--- config.mk ---
export PLATFORM = sky130hd
export DESIGN_NAME = twm_master
export DESIGN_NICKNAME = d
export VERILOG_FILES = /design/src/verilog/twm_pkg.sv /design/src/verilog/twm_master.sv /design/src/verilog/twm_sync.sv
export SDC_FILE = /design/constraint.sdc
export NUM_CORES = 1
export LEC_CHECK = 0
export BUFFER_PORTS_ARGS = -buffer_cell sky130_fd_sc_hd__clkbuf_2
export CAP_MARGIN = 20
export CORE_MARGIN = 5
export CORE_UTILIZATION = 58
export CTS_BUF_LIST = sky130_fd_sc_hd__clkbuf_4
export DETAILED_ROUTE_END_ITERATION = 10
export GPL_TIMING_DRIVEN = 0
export PLACE_DENSITY = 0.83
export SYNTH_ARGS = -nofsm -noshare
export SYNTH_HDL_FRONTEND = slang
export SYNTH_HIERARCHICAL = 1
export SYNTH_SLANG_ARGS = --single-unit
--- constraint.sdc ---
create_clock -name pclk -period 3.7 [get_ports pclk]
set_input_delay 0.37 -clock pclk [delete_from_list [all_inputs] [get_ports pclk]]
set_output_delay 0.37 -clock pclk [all_outputs]
set_load 0.01 [all_outputs]
--- src/verilog/twm_pkg.sv ---
`default_nettype none
// =====================================================================
// shared constants for the two-wire master
// =====================================================================
package twm_pkg;

  // =====================================================================
  // timing
  // =====================================================================
  localparam int unsigned CLK_PERIOD_NS = 25;     // pclk period
  localparam int unsigned SCL_PERIOD_NS = 10000;  // nominal bus bit period
  localparam int unsigned QTR_NS        = SCL_PERIOD_NS / 4;  // one quarter of a bit
  // least time, so round up to whole cycles
  localparam int unsigned QTR_CYC       = (QTR_NS + CLK_PERIOD_NS - 1) / CLK_PERIOD_NS;

  // =====================================================================
  // apb register offsets (byte addresses)
  // =====================================================================
  localparam logic [7:0] OFS_CTRL   = 8'h00;  // serial_control_reg
  localparam logic [7:0] OFS_STATUS = 8'h04;  // serial_status_reg
  localparam logic [7:0] OFS_DATA   = 8'h08;  // serial_data_reg
  localparam logic [7:0] OFS_IST    = 8'h0C;  // sticky event status, read only
  localparam logic [7:0] OFS_ICLR   = 8'h10;  // event clear, write only
  localparam logic [7:0] OFS_IEN    = 8'h14;  // event enable

  // =====================================================================
  // control register fields
  // =====================================================================
  localparam int CB_FLAG  = 7;  // completion flag, write one to clear
  localparam int CB_ACKEN = 6;  // acknowledge received bytes
  localparam int CB_STA   = 5;  // start request
  localparam int CB_STO   = 4;  // stop request
  localparam int CB_WC    = 3;  // write_collision_bit, read only
  localparam int CB_EN    = 2;  // interface enable
  localparam int CB_IE    = 0;  // completion flag drives irq

  // =====================================================================
  // status register fields and codes
  // =====================================================================
  localparam logic [7:0] CODE_MASK  = 8'hF8;  // code part of the status register
  localparam int         PS_W       = 2;      // prescaler bits at the bottom
  localparam logic [7:0] CODE_START = 8'h08;
  localparam logic [7:0] CODE_RSTRT = 8'h10;
  localparam logic [7:0] CODE_AW_AK = 8'h18;  // addr_acked_code
  localparam logic [7:0] CODE_AW_NK = 8'h20;
  localparam logic [7:0] CODE_DT_AK = 8'h28;  // data_acked_code
  localparam logic [7:0] CODE_DT_NK = 8'h30;
  localparam logic [7:0] CODE_ARB   = 8'h38;
  localparam logic [7:0] CODE_AR_AK = 8'h40;
  localparam logic [7:0] CODE_AR_NK = 8'h48;
  localparam logic [7:0] CODE_RX_AK = 8'h50;
  localparam logic [7:0] CODE_RX_NK = 8'h58;
  localparam logic [7:0] CODE_NONE  = 8'hF8;  // no relevant status

  // =====================================================================
  // event bits, packet shape, reset values
  // =====================================================================
  localparam int         IRQ_W     = 2;
  localparam int         IB_DONE   = 0;  // completion flag was set
  localparam int         IB_COLL   = 1;  // data write collided
  localparam logic [3:0] ACK_INDEX = 4'h8;  // eight data bits, then acknowledge
  localparam logic [7:0] DATA_RST  = 8'hFF;

  // engine states
  typedef enum logic [2:0] {
    ST_IDLE,
    ST_START,
    ST_BITS,
    ST_STOP,
    ST_HOLD
  } twm_state_e;

endpackage : twm_pkg
`default_nettype wire

--- src/verilog/twm_master.sv ---
`default_nettype none
module twm_master
  import twm_pkg::*;
#(
  parameter int ADDR_W = 8,        // apb address width
  parameter int QTR    = QTR_CYC   // pclk cycles per quarter bit
) (
  // clock and reset
  input  wire logic              pclk,
  input  wire logic              presetn,
  // apb slave
  input  wire logic              psel,
  input  wire logic              penable,
  input  wire logic              pwrite,
  input  wire logic [ADDR_W-1:0] paddr,
  input  wire logic [31:0]       pwdata,
  output var  logic [31:0]       prdata,
  output var  logic              pready,
  output var  logic              pslverr,
  // interrupt
  output var  logic              irq,
  // bus clock line, open drain
  input  wire logic              scl_i,
  output var  logic              scl_o,
  output var  logic              scl_oe,
  // bus data line, open drain
  input  wire logic              sda_i,
  output var  logic              sda_o,
  output var  logic              sda_oe
);

  // =====================================================================
  // state
  // =====================================================================
  twm_state_e  state_q, state_d;    // engine state
  logic [1:0]  ph_q, ph_d;          // quarter-bit phase
  logic [15:0] cnt_q, cnt_d;        // quarter-bit timer
  logic [3:0]  bit_q, bit_d;        // bit index in packet
  logic [7:0]  data_q, data_d;      // serial_data_reg, doubles as shifter
  logic        flag_q, flag_d;      // completion flag
  logic        acken_q, acken_d;    // ack enable for received bytes
  logic        sta_q, sta_d;        // start request
  logic        sto_q, sto_d;        // stop request
  logic        wc_q, wc_d;          // write_collision_bit
  logic        en_q, en_d;          // interface enable
  logic        ie_q, ie_d;          // flag interrupt enable
  logic [1:0]  ps_q, ps_d;          // prescaler bits
  logic [7:0]  code_q, code_d;      // last status code
  logic        go_q, go_d;          // software released the flag
  logic        own_q, own_d;        // we hold the bus
  logic        addr_q, addr_d;      // next packet is an address
  logic        rx_q, rx_d;          // master receive mode
  logic        ack_q, ack_d;        // acknowledge of current packet
  logic        scl_oe_q, scl_oe_d;  // pull clock low
  logic        sda_oe_q, sda_oe_d;  // pull data low
  logic [IRQ_W-1:0] ist_q, ist_d;   // sticky events
  logic [IRQ_W-1:0] ien_q, ien_d;   // event enables
  logic        irq_q, irq_d;
  logic [31:0] prdata_q, prdata_d;
  logic        pready_q, pready_d;
  logic        pslverr_q, pslverr_d;

  // =====================================================================
  // pin synchronisers and bus decode
  // =====================================================================
  logic scl_s;  // clock line, synchronised
  logic sda_s;  // data line, synchronised

  twm_sync #(.WIDTH(2)) u_sync (
    .clk   (pclk),
    .rst_n (presetn),
    .d     ({scl_i, sda_i}),
    .q     ({scl_s, sda_s})
  );

  logic       setup;    // apb setup cycle
  logic       wr;       // write takes effect now
  logic [7:0] offs;     // low address bits
  logic       mapped;   // address hits a register
  logic [15:0] limit;   // scaled quarter length
  logic       tick;     // quarter timer at end
  logic       adv;      // phase may advance
  logic       tx;       // this packet goes out on the data line

  assign setup  = psel && !penable;
  assign wr     = psel && penable && pwrite && pready_q;
  assign offs   = 8'(paddr);
  assign mapped = (offs == OFS_CTRL) || (offs == OFS_STATUS) || (offs == OFS_DATA) ||
                  (offs == OFS_IST) || (offs == OFS_ICLR) || (offs == OFS_IEN);
  // prescaler stretches each quarter by a power of four
  assign limit  = 16'(QTR) << {ps_q, 1'b0};
  assign tick   = (cnt_q == limit - 16'h0001);
  // a slave holding the clock low stalls the high phase
  assign adv    = tick && !((ph_q == 2'd2) && !scl_s);
  assign tx     = addr_q || !rx_q;

  // =====================================================================
  // next state for registers and engine
  // =====================================================================
  always_comb begin
    logic             set_flag;   // hardware sets the flag this cycle
    logic [IRQ_W-1:0] ev;         // events this cycle
    set_flag  = 1'b0;
    ev        = '0;
    state_d   = state_q;
    ph_d      = ph_q;
    cnt_d     = cnt_q;
    bit_d     = bit_q;
    data_d    = data_q;
    flag_d    = flag_q;
    acken_d   = acken_q;
    sta_d     = sta_q;
    sto_d     = sto_q;
    wc_d      = wc_q;
    en_d      = en_q;
    ie_d      = ie_q;
    ps_d      = ps_q;
    code_d    = code_q;
    go_d      = go_q;
    own_d     = own_q;
    addr_d    = addr_q;
    rx_d      = rx_q;
    ack_d     = ack_q;
    scl_oe_d  = scl_oe_q;
    sda_oe_d  = sda_oe_q;
    ien_d     = ien_q;
    prdata_d  = prdata_q;
    // answer in the cycle after setup, no wait states
    pready_d  = setup;
    pslverr_d = setup && !mapped;

    // register writes
    if (wr && offs == OFS_CTRL) begin
      acken_d = pwdata[CB_ACKEN];
      sta_d   = pwdata[CB_STA];
      sto_d   = pwdata[CB_STO];
      en_d    = pwdata[CB_EN];
      ie_d    = pwdata[CB_IE];
      if (pwdata[CB_FLAG]) begin
        flag_d = 1'b0;
        go_d   = pwdata[CB_EN];
      end
    end
    if (wr && offs == OFS_STATUS) begin
      ps_d = pwdata[PS_W-1:0];
    end
    if (wr && offs == OFS_DATA) begin
      if (flag_q) begin
        data_d = pwdata[7:0];
        wc_d   = 1'b0;
      end else begin
        wc_d        = 1'b1;
        ev[IB_COLL] = 1'b1;
      end
    end
    if (wr && offs == OFS_IEN) begin
      ien_d = pwdata[IRQ_W-1:0];
    end

    // quarter timer, idle outside active states
    if (state_q == ST_IDLE || state_q == ST_HOLD) begin
      cnt_d = '0;
      ph_d  = 2'd0;
    end else if (adv) begin
      cnt_d = '0;
      ph_d  = ph_q + 2'd1;
    end else if (!tick) begin
      cnt_d = cnt_q + 16'h0001;
    end

    // engine
    unique case (state_q)
      ST_IDLE: begin
        scl_oe_d = 1'b0;
        sda_oe_d = 1'b0;
        own_d    = 1'b0;
        if (go_q && en_q && !flag_q) begin
          if (sta_q) begin
            // wait for a free bus before starting
            if (scl_s && sda_s) begin
              go_d    = 1'b0;
              state_d = ST_START;
            end
          end else begin
            // nothing to stop or send without the bus
            go_d  = 1'b0;
            sto_d = 1'b0;
          end
        end
      end
      ST_START: begin
        if (adv) begin
          unique case (ph_q)
            2'd0: sda_oe_d = 1'b0;
            2'd1: scl_oe_d = 1'b0;
            2'd2: sda_oe_d = 1'b1;  // data falls while clock high
            2'd3: begin
              scl_oe_d = 1'b1;
              code_d   = own_q ? CODE_RSTRT : CODE_START;
              own_d    = 1'b1;
              addr_d   = 1'b1;
              set_flag = 1'b1;
              state_d  = ST_HOLD;
            end
          endcase
        end
      end
      ST_BITS: begin
        if (adv) begin
          unique case (ph_q)
            2'd0: begin
              if (bit_q < ACK_INDEX) begin
                // msb first; address lsb is the direction bit
                sda_oe_d = tx && !data_q[7];
              end else begin
                // receiver pulls low to acknowledge
                sda_oe_d = !tx && acken_q;
              end
            end
            2'd1: scl_oe_d = 1'b0;
            2'd2: begin
              if (bit_q < ACK_INDEX) begin
                if (tx && !sda_oe_q && !sda_s) begin
                  // someone else pulled our released bit low
                  code_d   = CODE_ARB;
                  set_flag = 1'b1;
                  sda_oe_d = 1'b0;
                  scl_oe_d = 1'b0;
                  state_d  = ST_IDLE;
                end else begin
                  data_d = {data_q[6:0], sda_s};
                end
              end else begin
                ack_d = tx ? !sda_s : acken_q;
              end
            end
            2'd3: begin
              scl_oe_d = 1'b1;
              if (bit_q < ACK_INDEX) begin
                bit_d = bit_q + 4'h1;
              end else begin
                sda_oe_d = 1'b0;
                set_flag = 1'b1;
                state_d  = ST_HOLD;
                addr_d   = 1'b0;
                if (addr_q) begin
                  rx_d = data_q[0];
                  if (data_q[0]) begin
                    code_d = ack_q ? CODE_AR_AK : CODE_AR_NK;
                  end else begin
                    code_d = ack_q ? CODE_AW_AK : CODE_AW_NK;
                  end
                end else if (rx_q) begin
                  code_d = ack_q ? CODE_RX_AK : CODE_RX_NK;
                end else begin
                  code_d = ack_q ? CODE_DT_AK : CODE_DT_NK;
                end
              end
            end
          endcase
        end
      end
      ST_STOP: begin
        if (adv) begin
          unique case (ph_q)
            2'd0: sda_oe_d = 1'b1;
            2'd1: scl_oe_d = 1'b0;
            2'd2: sda_oe_d = 1'b0;  // data rises while clock high
            2'd3: begin
              sto_d   = 1'b0;
              own_d   = 1'b0;
              go_d    = sta_q;      // start follows if sta_q is set by the end of the stop
              state_d = ST_IDLE;
            end
          endcase
        end
      end
      ST_HOLD: begin
        scl_oe_d = 1'b1;
        if (!en_q) begin
          // disabling drops the bus at once
          scl_oe_d = 1'b0;
          sda_oe_d = 1'b0;
          go_d     = 1'b0;
          state_d  = ST_IDLE;
        end else if (go_q && !flag_q) begin
          go_d = 1'b0;
          if (sta_q) begin
            state_d = ST_START;
          end else if (sto_q) begin
            state_d = ST_STOP;
          end else begin
            bit_d   = 4'h0;
            state_d = ST_BITS;
          end
        end
      end
    endcase

    // hardware set wins over a software clear
    if (set_flag) begin
      flag_d       = 1'b1;
      ev[IB_DONE]  = 1'b1;
    end
    ist_d = ist_q;
    if (wr && offs == OFS_ICLR) begin
      ist_d = ist_q & ~pwdata[IRQ_W-1:0];
    end
    ist_d = ist_d | ev;
    irq_d = (|(ist_d & ien_d)) || (flag_d && ie_d);

    // read data is latched in setup and shown in access
    if (setup) begin
      unique case (offs)
        OFS_CTRL:   prdata_d = {24'h000000, flag_q, acken_q, sta_q, sto_q, wc_q, en_q, 1'b0, ie_q};
        // code reads as none while the flag is low
        OFS_STATUS: prdata_d = {24'h000000, ((flag_q ? code_q : CODE_NONE) & CODE_MASK) |
                                {{(8-PS_W){1'b0}}, ps_q}};
        OFS_DATA:   prdata_d = {24'h000000, data_q};
        OFS_IST:    prdata_d = {{(32-IRQ_W){1'b0}}, ist_q};
        OFS_IEN:    prdata_d = {{(32-IRQ_W){1'b0}}, ien_q};
        default:    prdata_d = 32'h00000000;  // clear register and unmapped
      endcase
    end
  end

  // =====================================================================
  // registers
  // =====================================================================
  always_ff @(posedge pclk or negedge presetn) begin
    if (!presetn) begin
      state_q   <= ST_IDLE;
      ph_q      <= 2'd0;
      cnt_q     <= 16'h0000;
      bit_q     <= 4'h0;
      data_q    <= DATA_RST;
      flag_q    <= 1'b0;
      acken_q   <= 1'b0;
      sta_q     <= 1'b0;
      sto_q     <= 1'b0;
      wc_q      <= 1'b0;
      en_q      <= 1'b0;
      ie_q      <= 1'b0;
      ps_q      <= 2'd0;
      code_q    <= CODE_NONE;
      go_q      <= 1'b0;
      own_q     <= 1'b0;
      addr_q    <= 1'b0;
      rx_q      <= 1'b0;
      ack_q     <= 1'b0;
      scl_oe_q  <= 1'b0;
      sda_oe_q  <= 1'b0;
      ist_q     <= '0;
      ien_q     <= '0;
      irq_q     <= 1'b0;
      prdata_q  <= 32'h00000000;
      pready_q  <= 1'b0;
      pslverr_q <= 1'b0;
    end else begin
      state_q   <= state_d;
      ph_q      <= ph_d;
      cnt_q     <= cnt_d;
      bit_q     <= bit_d;
      data_q    <= data_d;
      flag_q    <= flag_d;
      acken_q   <= acken_d;
      sta_q     <= sta_d;
      sto_q     <= sto_d;
      wc_q      <= wc_d;
      en_q      <= en_d;
      ie_q      <= ie_d;
      ps_q      <= ps_d;
      code_q    <= code_d;
      go_q      <= go_d;
      own_q     <= own_d;
      addr_q    <= addr_d;
      rx_q      <= rx_d;
      ack_q     <= ack_d;
      scl_oe_q  <= scl_oe_d;
      sda_oe_q  <= sda_oe_d;
      ist_q     <= ist_d;
      ien_q     <= ien_d;
      irq_q     <= irq_d;
      prdata_q  <= prdata_d;
      pready_q  <= pready_d;
      pslverr_q <= pslverr_d;
    end
  end

  // =====================================================================
  // outputs; lines are only ever pulled low
  // =====================================================================
  assign prdata  = prdata_q;
  assign pready  = pready_q;
  assign pslverr = pslverr_q;
  assign irq     = irq_q;
  assign scl_o   = 1'b0;
  assign scl_oe  = scl_oe_q;
  assign sda_o   = 1'b0;
  assign sda_oe  = sda_oe_q;

endmodule : twm_master
`default_nettype wire

--- src/verilog/twm_sync.sv ---
`default_nettype none
// =====================================================================
// two flip-flop synchroniser for bus pins
// =====================================================================
module twm_sync #(
  parameter int WIDTH = 2
) (
  // clock and reset
  input  wire logic             clk,
  input  wire logic             rst_n,
  // asynchronous in, synchronised out
  input  wire logic [WIDTH-1:0] d,
  output var  logic [WIDTH-1:0] q
);

  logic [WIDTH-1:0] meta_q;  // first stage, read by second stage only

  // =====================================================================
  // both stages; released lines idle high
  // =====================================================================
  always_ff @(posedge clk or negedge rst_n) begin
    if (!rst_n) begin
      meta_q <= '1;
      q      <= '1;
    end else begin
      meta_q <= d;
      q      <= meta_q;
    end
  end

endmodule : twm_sync
`default_nettype wire

# --- After elaboration in Yosys (flattened, before gate mapping) ---
# Index checks and enable logic that the tools add are counted.
word_totals:
  register_bits: 100
  in_bits: 47
  out_inout_bits: 39
  elab_cells: 255
op_classes:
  n_addsub: 4
  magnitude_cmp: 1
  n_eq_ne: 41
  shifts: 1
  muxes: 117
  bitwise: 6
  reduce_logical: 56
ops:
  columns: ["operator", "n"]
  rows:
  - ["8-bit 2-to-1 mux", 15]
  - ["1-bit 2-to-1 mux", 48]
  - ["16-bit 2-to-1 mux", 3]
  - ["8-bit one-hot mux with 5 select lines", 1]
  - ["3-bit 2-to-1 mux", 13]
  - ["4-bit 2-to-1 mux", 9]
  - ["8-bit one-hot mux with 2 select lines", 2]
  - ["2-bit inequality test, second input constant", 12]
  - ["8-bit AND reduction", 3]
  - ["1-bit logical AND", 21]
  - ["3-bit inequality test, second input constant", 7]
  - ["16-bit by 1-bit adder with 16-bit output, second input constant", 1]
  - ["16-bit == test", 1]
  - ["8-bit by 4-bit == test with 1-bit output, second input constant", 2]
  - ["8-bit by 5-bit == test with 1-bit output, second input constant", 2]
  - ["7-bit by 3-bit << shifter with 16-bit output, first input constant", 1]
  - ["16-bit by 1-bit subtractor with 16-bit output, second input constant", 1]
  - ["3-bit one-hot mux with 5 select lines", 1]
  - ["7-bit 2-to-1 mux", 2]
  - ["1-bit one-hot mux with 2 select lines", 7]
  - ["13-bit AND reduction", 1]
  - ["1-bit one-hot mux with 3 select lines", 4]
  - ["1-bit zero test", 10]
  - ["2-bit 2-to-1 mux", 5]
  - ["other kinds (34)", 54]

# --- Longest topological paths before layout ---
# Gate-level depths: netlist (run 1).
logic_depth:
  depth_word: 14
  ltp_mapped: 12
  ltp_nobuf: 10

# --- Modules after synthesis ---
# Netlist (run 1), hierarchy kept.
by_module_without_submodules:
  columns: ["module", "n_inst", "cells_per_inst", "area_per_inst_um2", "seq_area_each_um2"]
  rows:
  - ["twm_master", 1, 496, 4600.7, 1742.9]
  - ["twm_sync", 1, 4, 105.1, 105.1]

# --- Least setup slack after synthesis (run 1) ---
# No wires, ideal clock.
synth_timing:
  path_kind: "register -> register"
  start: "register ps_q[1]"
  end: "register ack_q"
  setup_time_ns: 0.125
  arrival_ns: 2.590
  required_ns: 3.575
  path_slack_ns: 0.985
  stages_incl_launch_ff: 12
  path_buffers: 1
  period_less_slack_ns: 2.715
  path_cell_list: "dfrtp_1 -> inv_1 -> ha_1 -> inv_1 -> ha_1 -> xnor2_1 -> nor4_1 -> and4b_1 -> and2_1 -> clkbuf_1 -> and3_1 -> mux2_2"
synth_via:
  elab_chain_len: 5
synth_rtl:
  columns: ["item", "line_no", "source"]
  rows:
  - ["from (decl)", "twm_master.sv:47", "logic [1:0] ps_q, ps_d;"]
  - ["from (signal assigned)", "twm_master.sv:372", "ps_q <= ps_d;"]
  - ["7-bit by 3-bit << shifter with 16-bit output", "twm_master.sv:91", "assign limit = 16'(QTR) << {ps_q, 1'b0};"]
  - ["16-bit by 1-bit subtractor with 16-bit output", "twm_master.sv:92", "assign tick = (cnt_q == limit - 16'h0001);"]
  - ["16-bit == test", "twm_master.sv:92", null]
  - ["1-bit logical AND", "twm_master.sv:94", "assign adv = tick && !((ph_q == 2'd2) && !scl_s);"]
  - ["4-bit AND reduction (no source line)", null, null]
  - ["to (signal assigned)", "twm_master.sv:378", "ack_q <= ack_d;"]
  - ["to (decl)", "twm_master.sv:53", "logic ack_q, ack_d;"]
# Every way passes these cells.
# A chain may end at the register's enable or synchronous reset.

# --- Worst setup path after layout (run 1) ---
layout_timing:
  start: "register ps_q[0]"
  end: "register ack_q"
# Same word-level chain as after synthesis.

==> flow_summary.yaml, run 1 <==
sta:
  worstMarginPinSlew_ns: 1.02
  setup_ws_ns: 0.357
  hold_violations: 0
  skew_ns: 0.0171
  fmax_mhz: 299
  min_period_ns: 3.34
  slew_headroom: 0.314
  final-setup-viol-count: 0
  grt_setup_unrepaired: "false"
  tns_ns: 0
  slew_viol_final: 0
  post-route-period-util: 0.904
setup_path:
  crit_arrival_ns: 3.68
  r2r_end: "ack_q"
  path_cells: "inv_1 > ha_1 > inv_1 > ha_1 > xnor2_1 > nor4_1 > and4b_1 > and2_1 > clkbuf_1 > and3_1 > mux2_2"
  critical-path-max-stage-delay_ns: 0.51
  worst_ep_required_time_ns: 4.04
  cp-startpoint: "ps_q[0]"
  path_buf_inv: 3
  reg2reg_slack_ns: 0.36
  cp.depth: 11
  path_max_fanout: 8
  worstSetupEndpointType: "register"
  slowest_stage: "dfrtp_1"
  reg2reg_depth: 11
  cp-start-kind: "register"
  critical_path.top_delay_family: "simple AND/OR/NAND/NOR gates"
  crit_type: "register to register"
  r2r_start: "ps_q[0]"
drt:
  vias_per_cell: 6.01
  wl_per_cell_um: 16.8
  dr.pass1.iters: 6
  wirelength_um: 11500
  ant_nets: 0
  via_count: 4092
  drc: 0
  first_iter_violations: 311
clock_tree:
  cts_buffers: 9
  cts_resized: 0
  clk_pin_slew_worst_paths_ns: 0.13
  root_buffer: "clkbuf_4"
  holdBufCountCts: 3
  htreeDepth: 3
  cts_tree: "done"
  clockBufferDepth: 2
  post_cts_buffers: 0
  worstSkewPairLatency_ns: 0.43
  clock-sinks: 73
global_route:
  grt.total_usage: 0.241
  antenna_found_initial: 0
  first_global_vias: 4102
  grt_pass1_wl_um: 19500
  grt_start_max_net_pins: 47
  grt_overflow: 0
floorplan:
  pin_count: 86
  start_util: 0.603
  dieArea_um2: 10000
  fp-row-count: 32
  die_width_um: 100
  fp.dieH_um: 100
  core_um2: 7810
final_layout:
  nNetsFinal: 639
  antenna_cells: 0
  area_delta_synth_final_pct: 13.6
  layout-drive-gt1-share: 0.245
logic_synthesis:
  synthMuxAreaShare: 0.0776
  synth_enable_flop_cells: 0
  synth_seq_area_share: 0.393
  synth_top_family_by_area: "simple AND/OR/NAND/NOR gates"
  yosysUniqueCellTypes: 68
  synth_top_area_frac: 0.298
  synthCells: 500
  synthAdderAreaFrac: 0.0479
  syn_area_um2: 4710
  synth_area_leaders: "dfrtp_1 30%, dfstp_2 9.5%, mux2_2 6.7%"
  syn_area_per_cell_um2: 9.41
  synth_compound_area_frac: 0.154
  yosys.area_share.simple: 0.229
  synth-seq-cells: 73
  synthFlopType: "dfrtp_1"
  synth_warnings: 6
  synthArstFlopShare: 1.00
  synth_xor_area_frac: 0.0205
  synth_largest_area_cell: "dfrtp_1"
run:
  drv_cap: 0
placed_design:
  post-dp-hpwl_um: 8570
  portBuffers: 34
  gp_congestion: 0.925
  place_ws_ns: 0.418
pwr:
  power-per-cell-area_nw_per_um2: 304
  ir_drop_mv: 0.174
  p_leak_nw: 2.42
hold_path:
  min_from: "pwdata[5]"
  hold_path_class: "primary input to register"
  holdPathStages: 2
  hold_end: "sta_q"
outcome:
  status: "complete, no violations"
==> area by class of cell <==
cell class | instances | area [um^2]
clock buffers | 9 | 67.6
plain buffers | 48 | 297
inverters | 18 | 67.6
clock inverters | 7 | 119
flip-flops and latches | 73 | 1850
well taps | 102 | 128
multi-input cells | 386 | 2590
fillers | 605 | 2460
repair buffers | 38 | 230
==> state kept, by name, indices dropped and copies added (netlist names), 2 cells and up <==
| name | count |
|---|---|
| ps_q | 2 |
| code_q | 5 |
| state_q | 3 |
| bit_q | 4 |
| u_sync/meta_q | 2 |
| cnt_q | 16 |
| ien_q | 2 |
| ist_q | 2 |
| prdata | 8 |
| ph_q | 2 |
| data_q | 8 |
| u_sync/q | 2 |
==> worst register-to-register path: stages (launching register included) <==
cell and delay, ns:
dfrtp_1 0.51, inv_1 0.17, ha_1 0.27, inv_1 0.07, ha_1 0.30, xnor2_1 0.12
nor4_1 0.33, and4b_1 0.41, and2_1 0.16, clkbuf_1 0.35, and3_1 0.24, mux2_2 0.32
==> layout by cell type (no fill, tap or decap), types with 9 or more instances in the layout <==
| master | count |
|---|---|
| a21oi_1 | 32 |
| buf_4 | 27 |
| clkbuf_1 | 13 |
| clkbuf_2 | 36 |
| clkbuf_4 | 10 |
| conb_1 | 26 |
| dfrtp_1 | 56 |
| dfstp_2 | 17 |
| ha_1 | 18 |
| inv_1 | 18 |
| mux2_2 | 28 |
| nand2_1 | 48 |
| nand2b_1 | 13 |
| nand3_1 | 10 |
| nand4_1 | 12 |
| nor2_1 | 29 |
| o21ai_0 | 28 |
| xnor2_1 | 9 |
==> cell families after synthesis <==
family,count (synthesis)
buffers and inverters,66
DFF,73
xor gates and xnor gates,11
and+or+nand+nor,186
muxes,33
adders and majority gates,18
AOI/OAI and AO/OA,112
other,1
==> Yosys cell counts, types with 7 or more instances <==
library cell,count
a21oi_1,32
and3_1,8
buf_4,27
clkbuf_1,13
dfrtp_1,56
dfstp_2,17
ha_1,18
inv_1,18
mux2_2,28
nand2_1,48
nand2b_1,13
nand3_1,10
nand4_1,12
nor2_1,29
nor3_1,8
o21ai_0,28
o31ai_1,7
or3_1,8
or4_1,7
xnor2_1,9
==> routing by layer <==
layer / vias to the layer above / part of all wire / global-route usage / routed length, um
met2: 186 / 0.49 / 0.409 / 5570
met4: 0 / 0.022 / 0.0974 / 248
met1: 1942 / 0.41 / 0.305 / 4740
li1: 1937 / - / - / -
met3: 27 / 0.080 / 0.0410 / 919
met5: - / 0 / 0 / 0
==> stage by stage <==
step	hold slack, ns	instances	utilization	power [mW]	instance area, um^2
finish	0.183	681	0.684	1.62	5340
detailed placement	0.347	662	0.657	0.990	5130
CTS	0.171	681	0.684	1.63	5340
global placement	0.346	661	0.653	0.982	5100
global route	0.180	681	0.684	1.69	5340
floorplan	0.0744	525	-	0.929	4800
==> how the worst max path moves through the flow <==
stage,end,slack [ns]
final,ack_q,0.36
after floorplan,ack_q,0.99
after detailed placement,ack_q,0.42
after global placement,ack_q,0.55
after global routing,ack_q,0.11
after CTS,ack_q,0.39
==> where the power goes <==
group | leakage [nW] | total (mW) | internal, mW | switching [mW]
logic | 1.38 | 0.165 | 0.0616 | 0.104
clock network | 0.0921 | 0.642 | 0.341 | 0.301
registers | 0.946 | 0.817 | 0.809 | 0.00790
Note: power is estimated with default switching activity, not from simulation.
==> inputs of run 2 (changes only) <==
CORE_UTILIZATION = 57   (was 58)
CTS_BUF_LIST = sky130_fd_sc_hd__clkbuf_16   (was sky130_fd_sc_hd__clkbuf_4)
PLACE_DENSITY = 0.81   (was 0.83)
==> flow_summary.yaml, run 2 (synthesized netlist as in run 1, its figures left out) <==
final_layout:
  layout_commonest_cell: "dfrtp_1"
  final_cell_mix: "56 x dfrtp_1, 48 x nand2_1, 36 x clkbuf_2, 32 x a21oi_1, 29 x nor2_1"
  final_cell_area_um2: 5440
  layout-drive-gt1-share: 0.243
  area_delta_synth_final_pct: 15.5
  nNetsFinal: 636
  regMostFlops: "cnt_q"
  final_util: 0.668
  largest_register_ffs: 16
  antenna_cells: 0
pwr:
  p_int_mw: 1.45
  power-per-cell-area_nw_per_um2: 349
  p_clk_frac: 0.483
  p_leak_nw: 2.47
  p_switching_mw: 0.445
  power_mw: 1.90
  ir_drop_mv: 0.206
  p_comb_frac: 0.086
  seqPwrFrac: 0.431
  switching_share: 0.234
placed_design:
  post-dp-hpwl_um: 8360
  dpl_cell_area_um2: 5120
  place_ws_ns: 0.408
  portBuffers: 34
  gp_congestion: 0.895
clock_tree:
  cts_resized: 0
  worstSkewPairLatency_ns: 0.33
  clockBufferDepth: 2
  cts_buffers: 9
  post_cts_buffers: 0
  holdBufCountCts: 0
  root_buffer: "clkbuf_16"
  cts_tree: "done"
  clock-sinks: 73
  htreeDepth: 3
  clk_pin_slew_worst_paths_ns: 0.06
global_route:
  grt.total_usage: 0.234
  grt_pass1_wl_um: 19200
  grt_start_max_net_pins: 45
  grt_overflow: 0
  first_global_vias: 3972
  antenna_found_initial: 0
floorplan:
  start_util: 0.579
  dieArea_um2: 10200
  die_width_um: 101
  fp.dieH_um: 101
  fp-row-count: 33
  pin_count: 86
  core_um2: 8130
setup_path:
  crit_type: "register to register"
  r2r_start: "ps_q[1]"
  cp-startpoint: "ps_q[1]"
  worst_ep_required_time_ns: 3.92
  crit_arrival_ns: 3.54
  reg2reg_depth: 11
  worstSetupEndpointType: "register"
  path_max_fanout: 7
  cp-start-kind: "register"
sta:
  slew_headroom: 0.280
  skew_ns: 0.00539
  fmax_mhz: 301
  min_period_ns: 3.32
  worstMarginPinSlew_ns: 1.07
  timing.hold.ws_ns: -0.00586
  slew_viol_final: 0
  grt_setup_unrepaired: "false"
  final-setup-viol-count: 0
  hold_violations: 3
  tns_ns: 0
  setup_ws_ns: 0.378
  post-route-period-util: 0.898
drt:
  via_count: 4015
  first_iter_violations: 347
  wirelength_um: 11400
  drc: 0
  ant_nets: 0
  dr.pass1.iters: 6
  wl_per_cell_um: 16.7
  vias_per_cell: 5.90
outcome:
  status: "finished with violations"
  violations: "negative hold slack"
run:
  drv_cap: 0
hold_path:
  hold_path_class: "primary input to asynchronous set/reset pin"
[run 2: cell types whose count changed in the layout (fill, tap and decap cells not counted)]
| cell | previous run | this run |
|---|---|---|
| clkbuf_16 | 0 | 9 |
| clkbuf_4 | 10 | 1 |
| dlygate4sd3_1 | 3 | 0 |
| clkinvlp_4 | 2 | 0 |
| buf_12 | 0 | 1 |
| buf_16 | 1 | 0 |
| bufinv_16 | 3 | 2 |
| clkinv_1 | 0 | 1 |
| clkinv_2 | 1 | 2 |
| inv_1 | 18 | 19 |
[run 2: layer usage]
layer / global-route usage / vias up / part of all wire
met2: 0.391 / 158 / 0.49
met1: 0.308 / 1904 / 0.42
met5: 0 / - / 0
li1: - / 1929 / -
met3: 0.0298 / 24 / 0.062
met4: 0.0943 / 0 / 0.022
[run 2: worst max-delay path, cell delays in order, from the launching register on]
cell      delay [ns]
dfrtp_1         0.46
inv_1           0.17
ha_1            0.26
inv_1           0.09
ha_1            0.29
xnor2_1         0.12
nor4_1          0.34
and4b_1         0.40
and2_1          0.16
clkbuf_1        0.35
and3_1          0.23
mux2_2          0.32
[run 2: through the flow]
step	instances	hold WS (ns)
2_1_floorplan	525	0.0744
3_3_place_gp	664	0.346
3_5_place_dp	665	0.347
4_1_cts	681	0.00819
5_1_grt	681	0.0324
6_report	681	-0.00586
[run 2: cell type report]
class / instances / area [um^2]
fill: 663 / 2700
clock inverter: 7 / 86.3
inverter: 18 / 67.6
tap: 105 / 131
sequential: 73 / 1850
buffer: 48 / 297
clock buffer: 9 / 225
multi-input combinational: 386 / 2590
timing repair buffer: 35 / 193
[run 2: path summary, 6_finish.rpt]
kind | slack [ns] | to
worst min register to register | 0.35 | u_sync/q[0]
max in group asynchronous | 3.06 | u_sync/meta_q[1]
worst min-delay path | -0.006 | prdata[0]
min in group pclk | 0.12 | u_sync/meta_q[0]
worst max register to register | 0.38 | ack_q
worst max-delay path | 0.38 | ack_q
[run 2: power groups by stage]
stage          Combinational (mW)  Sequential (mW)  Clock [mW]
6_report                    0.163            0.818       0.917
5_1_grt                     0.179            0.818       0.954
4_1_cts                     0.160            0.817       0.921
3_5_place_dp                0.159            0.831           0
3_3_place_gp                0.154            0.831           0
2_1_floorplan              0.0992            0.829           0
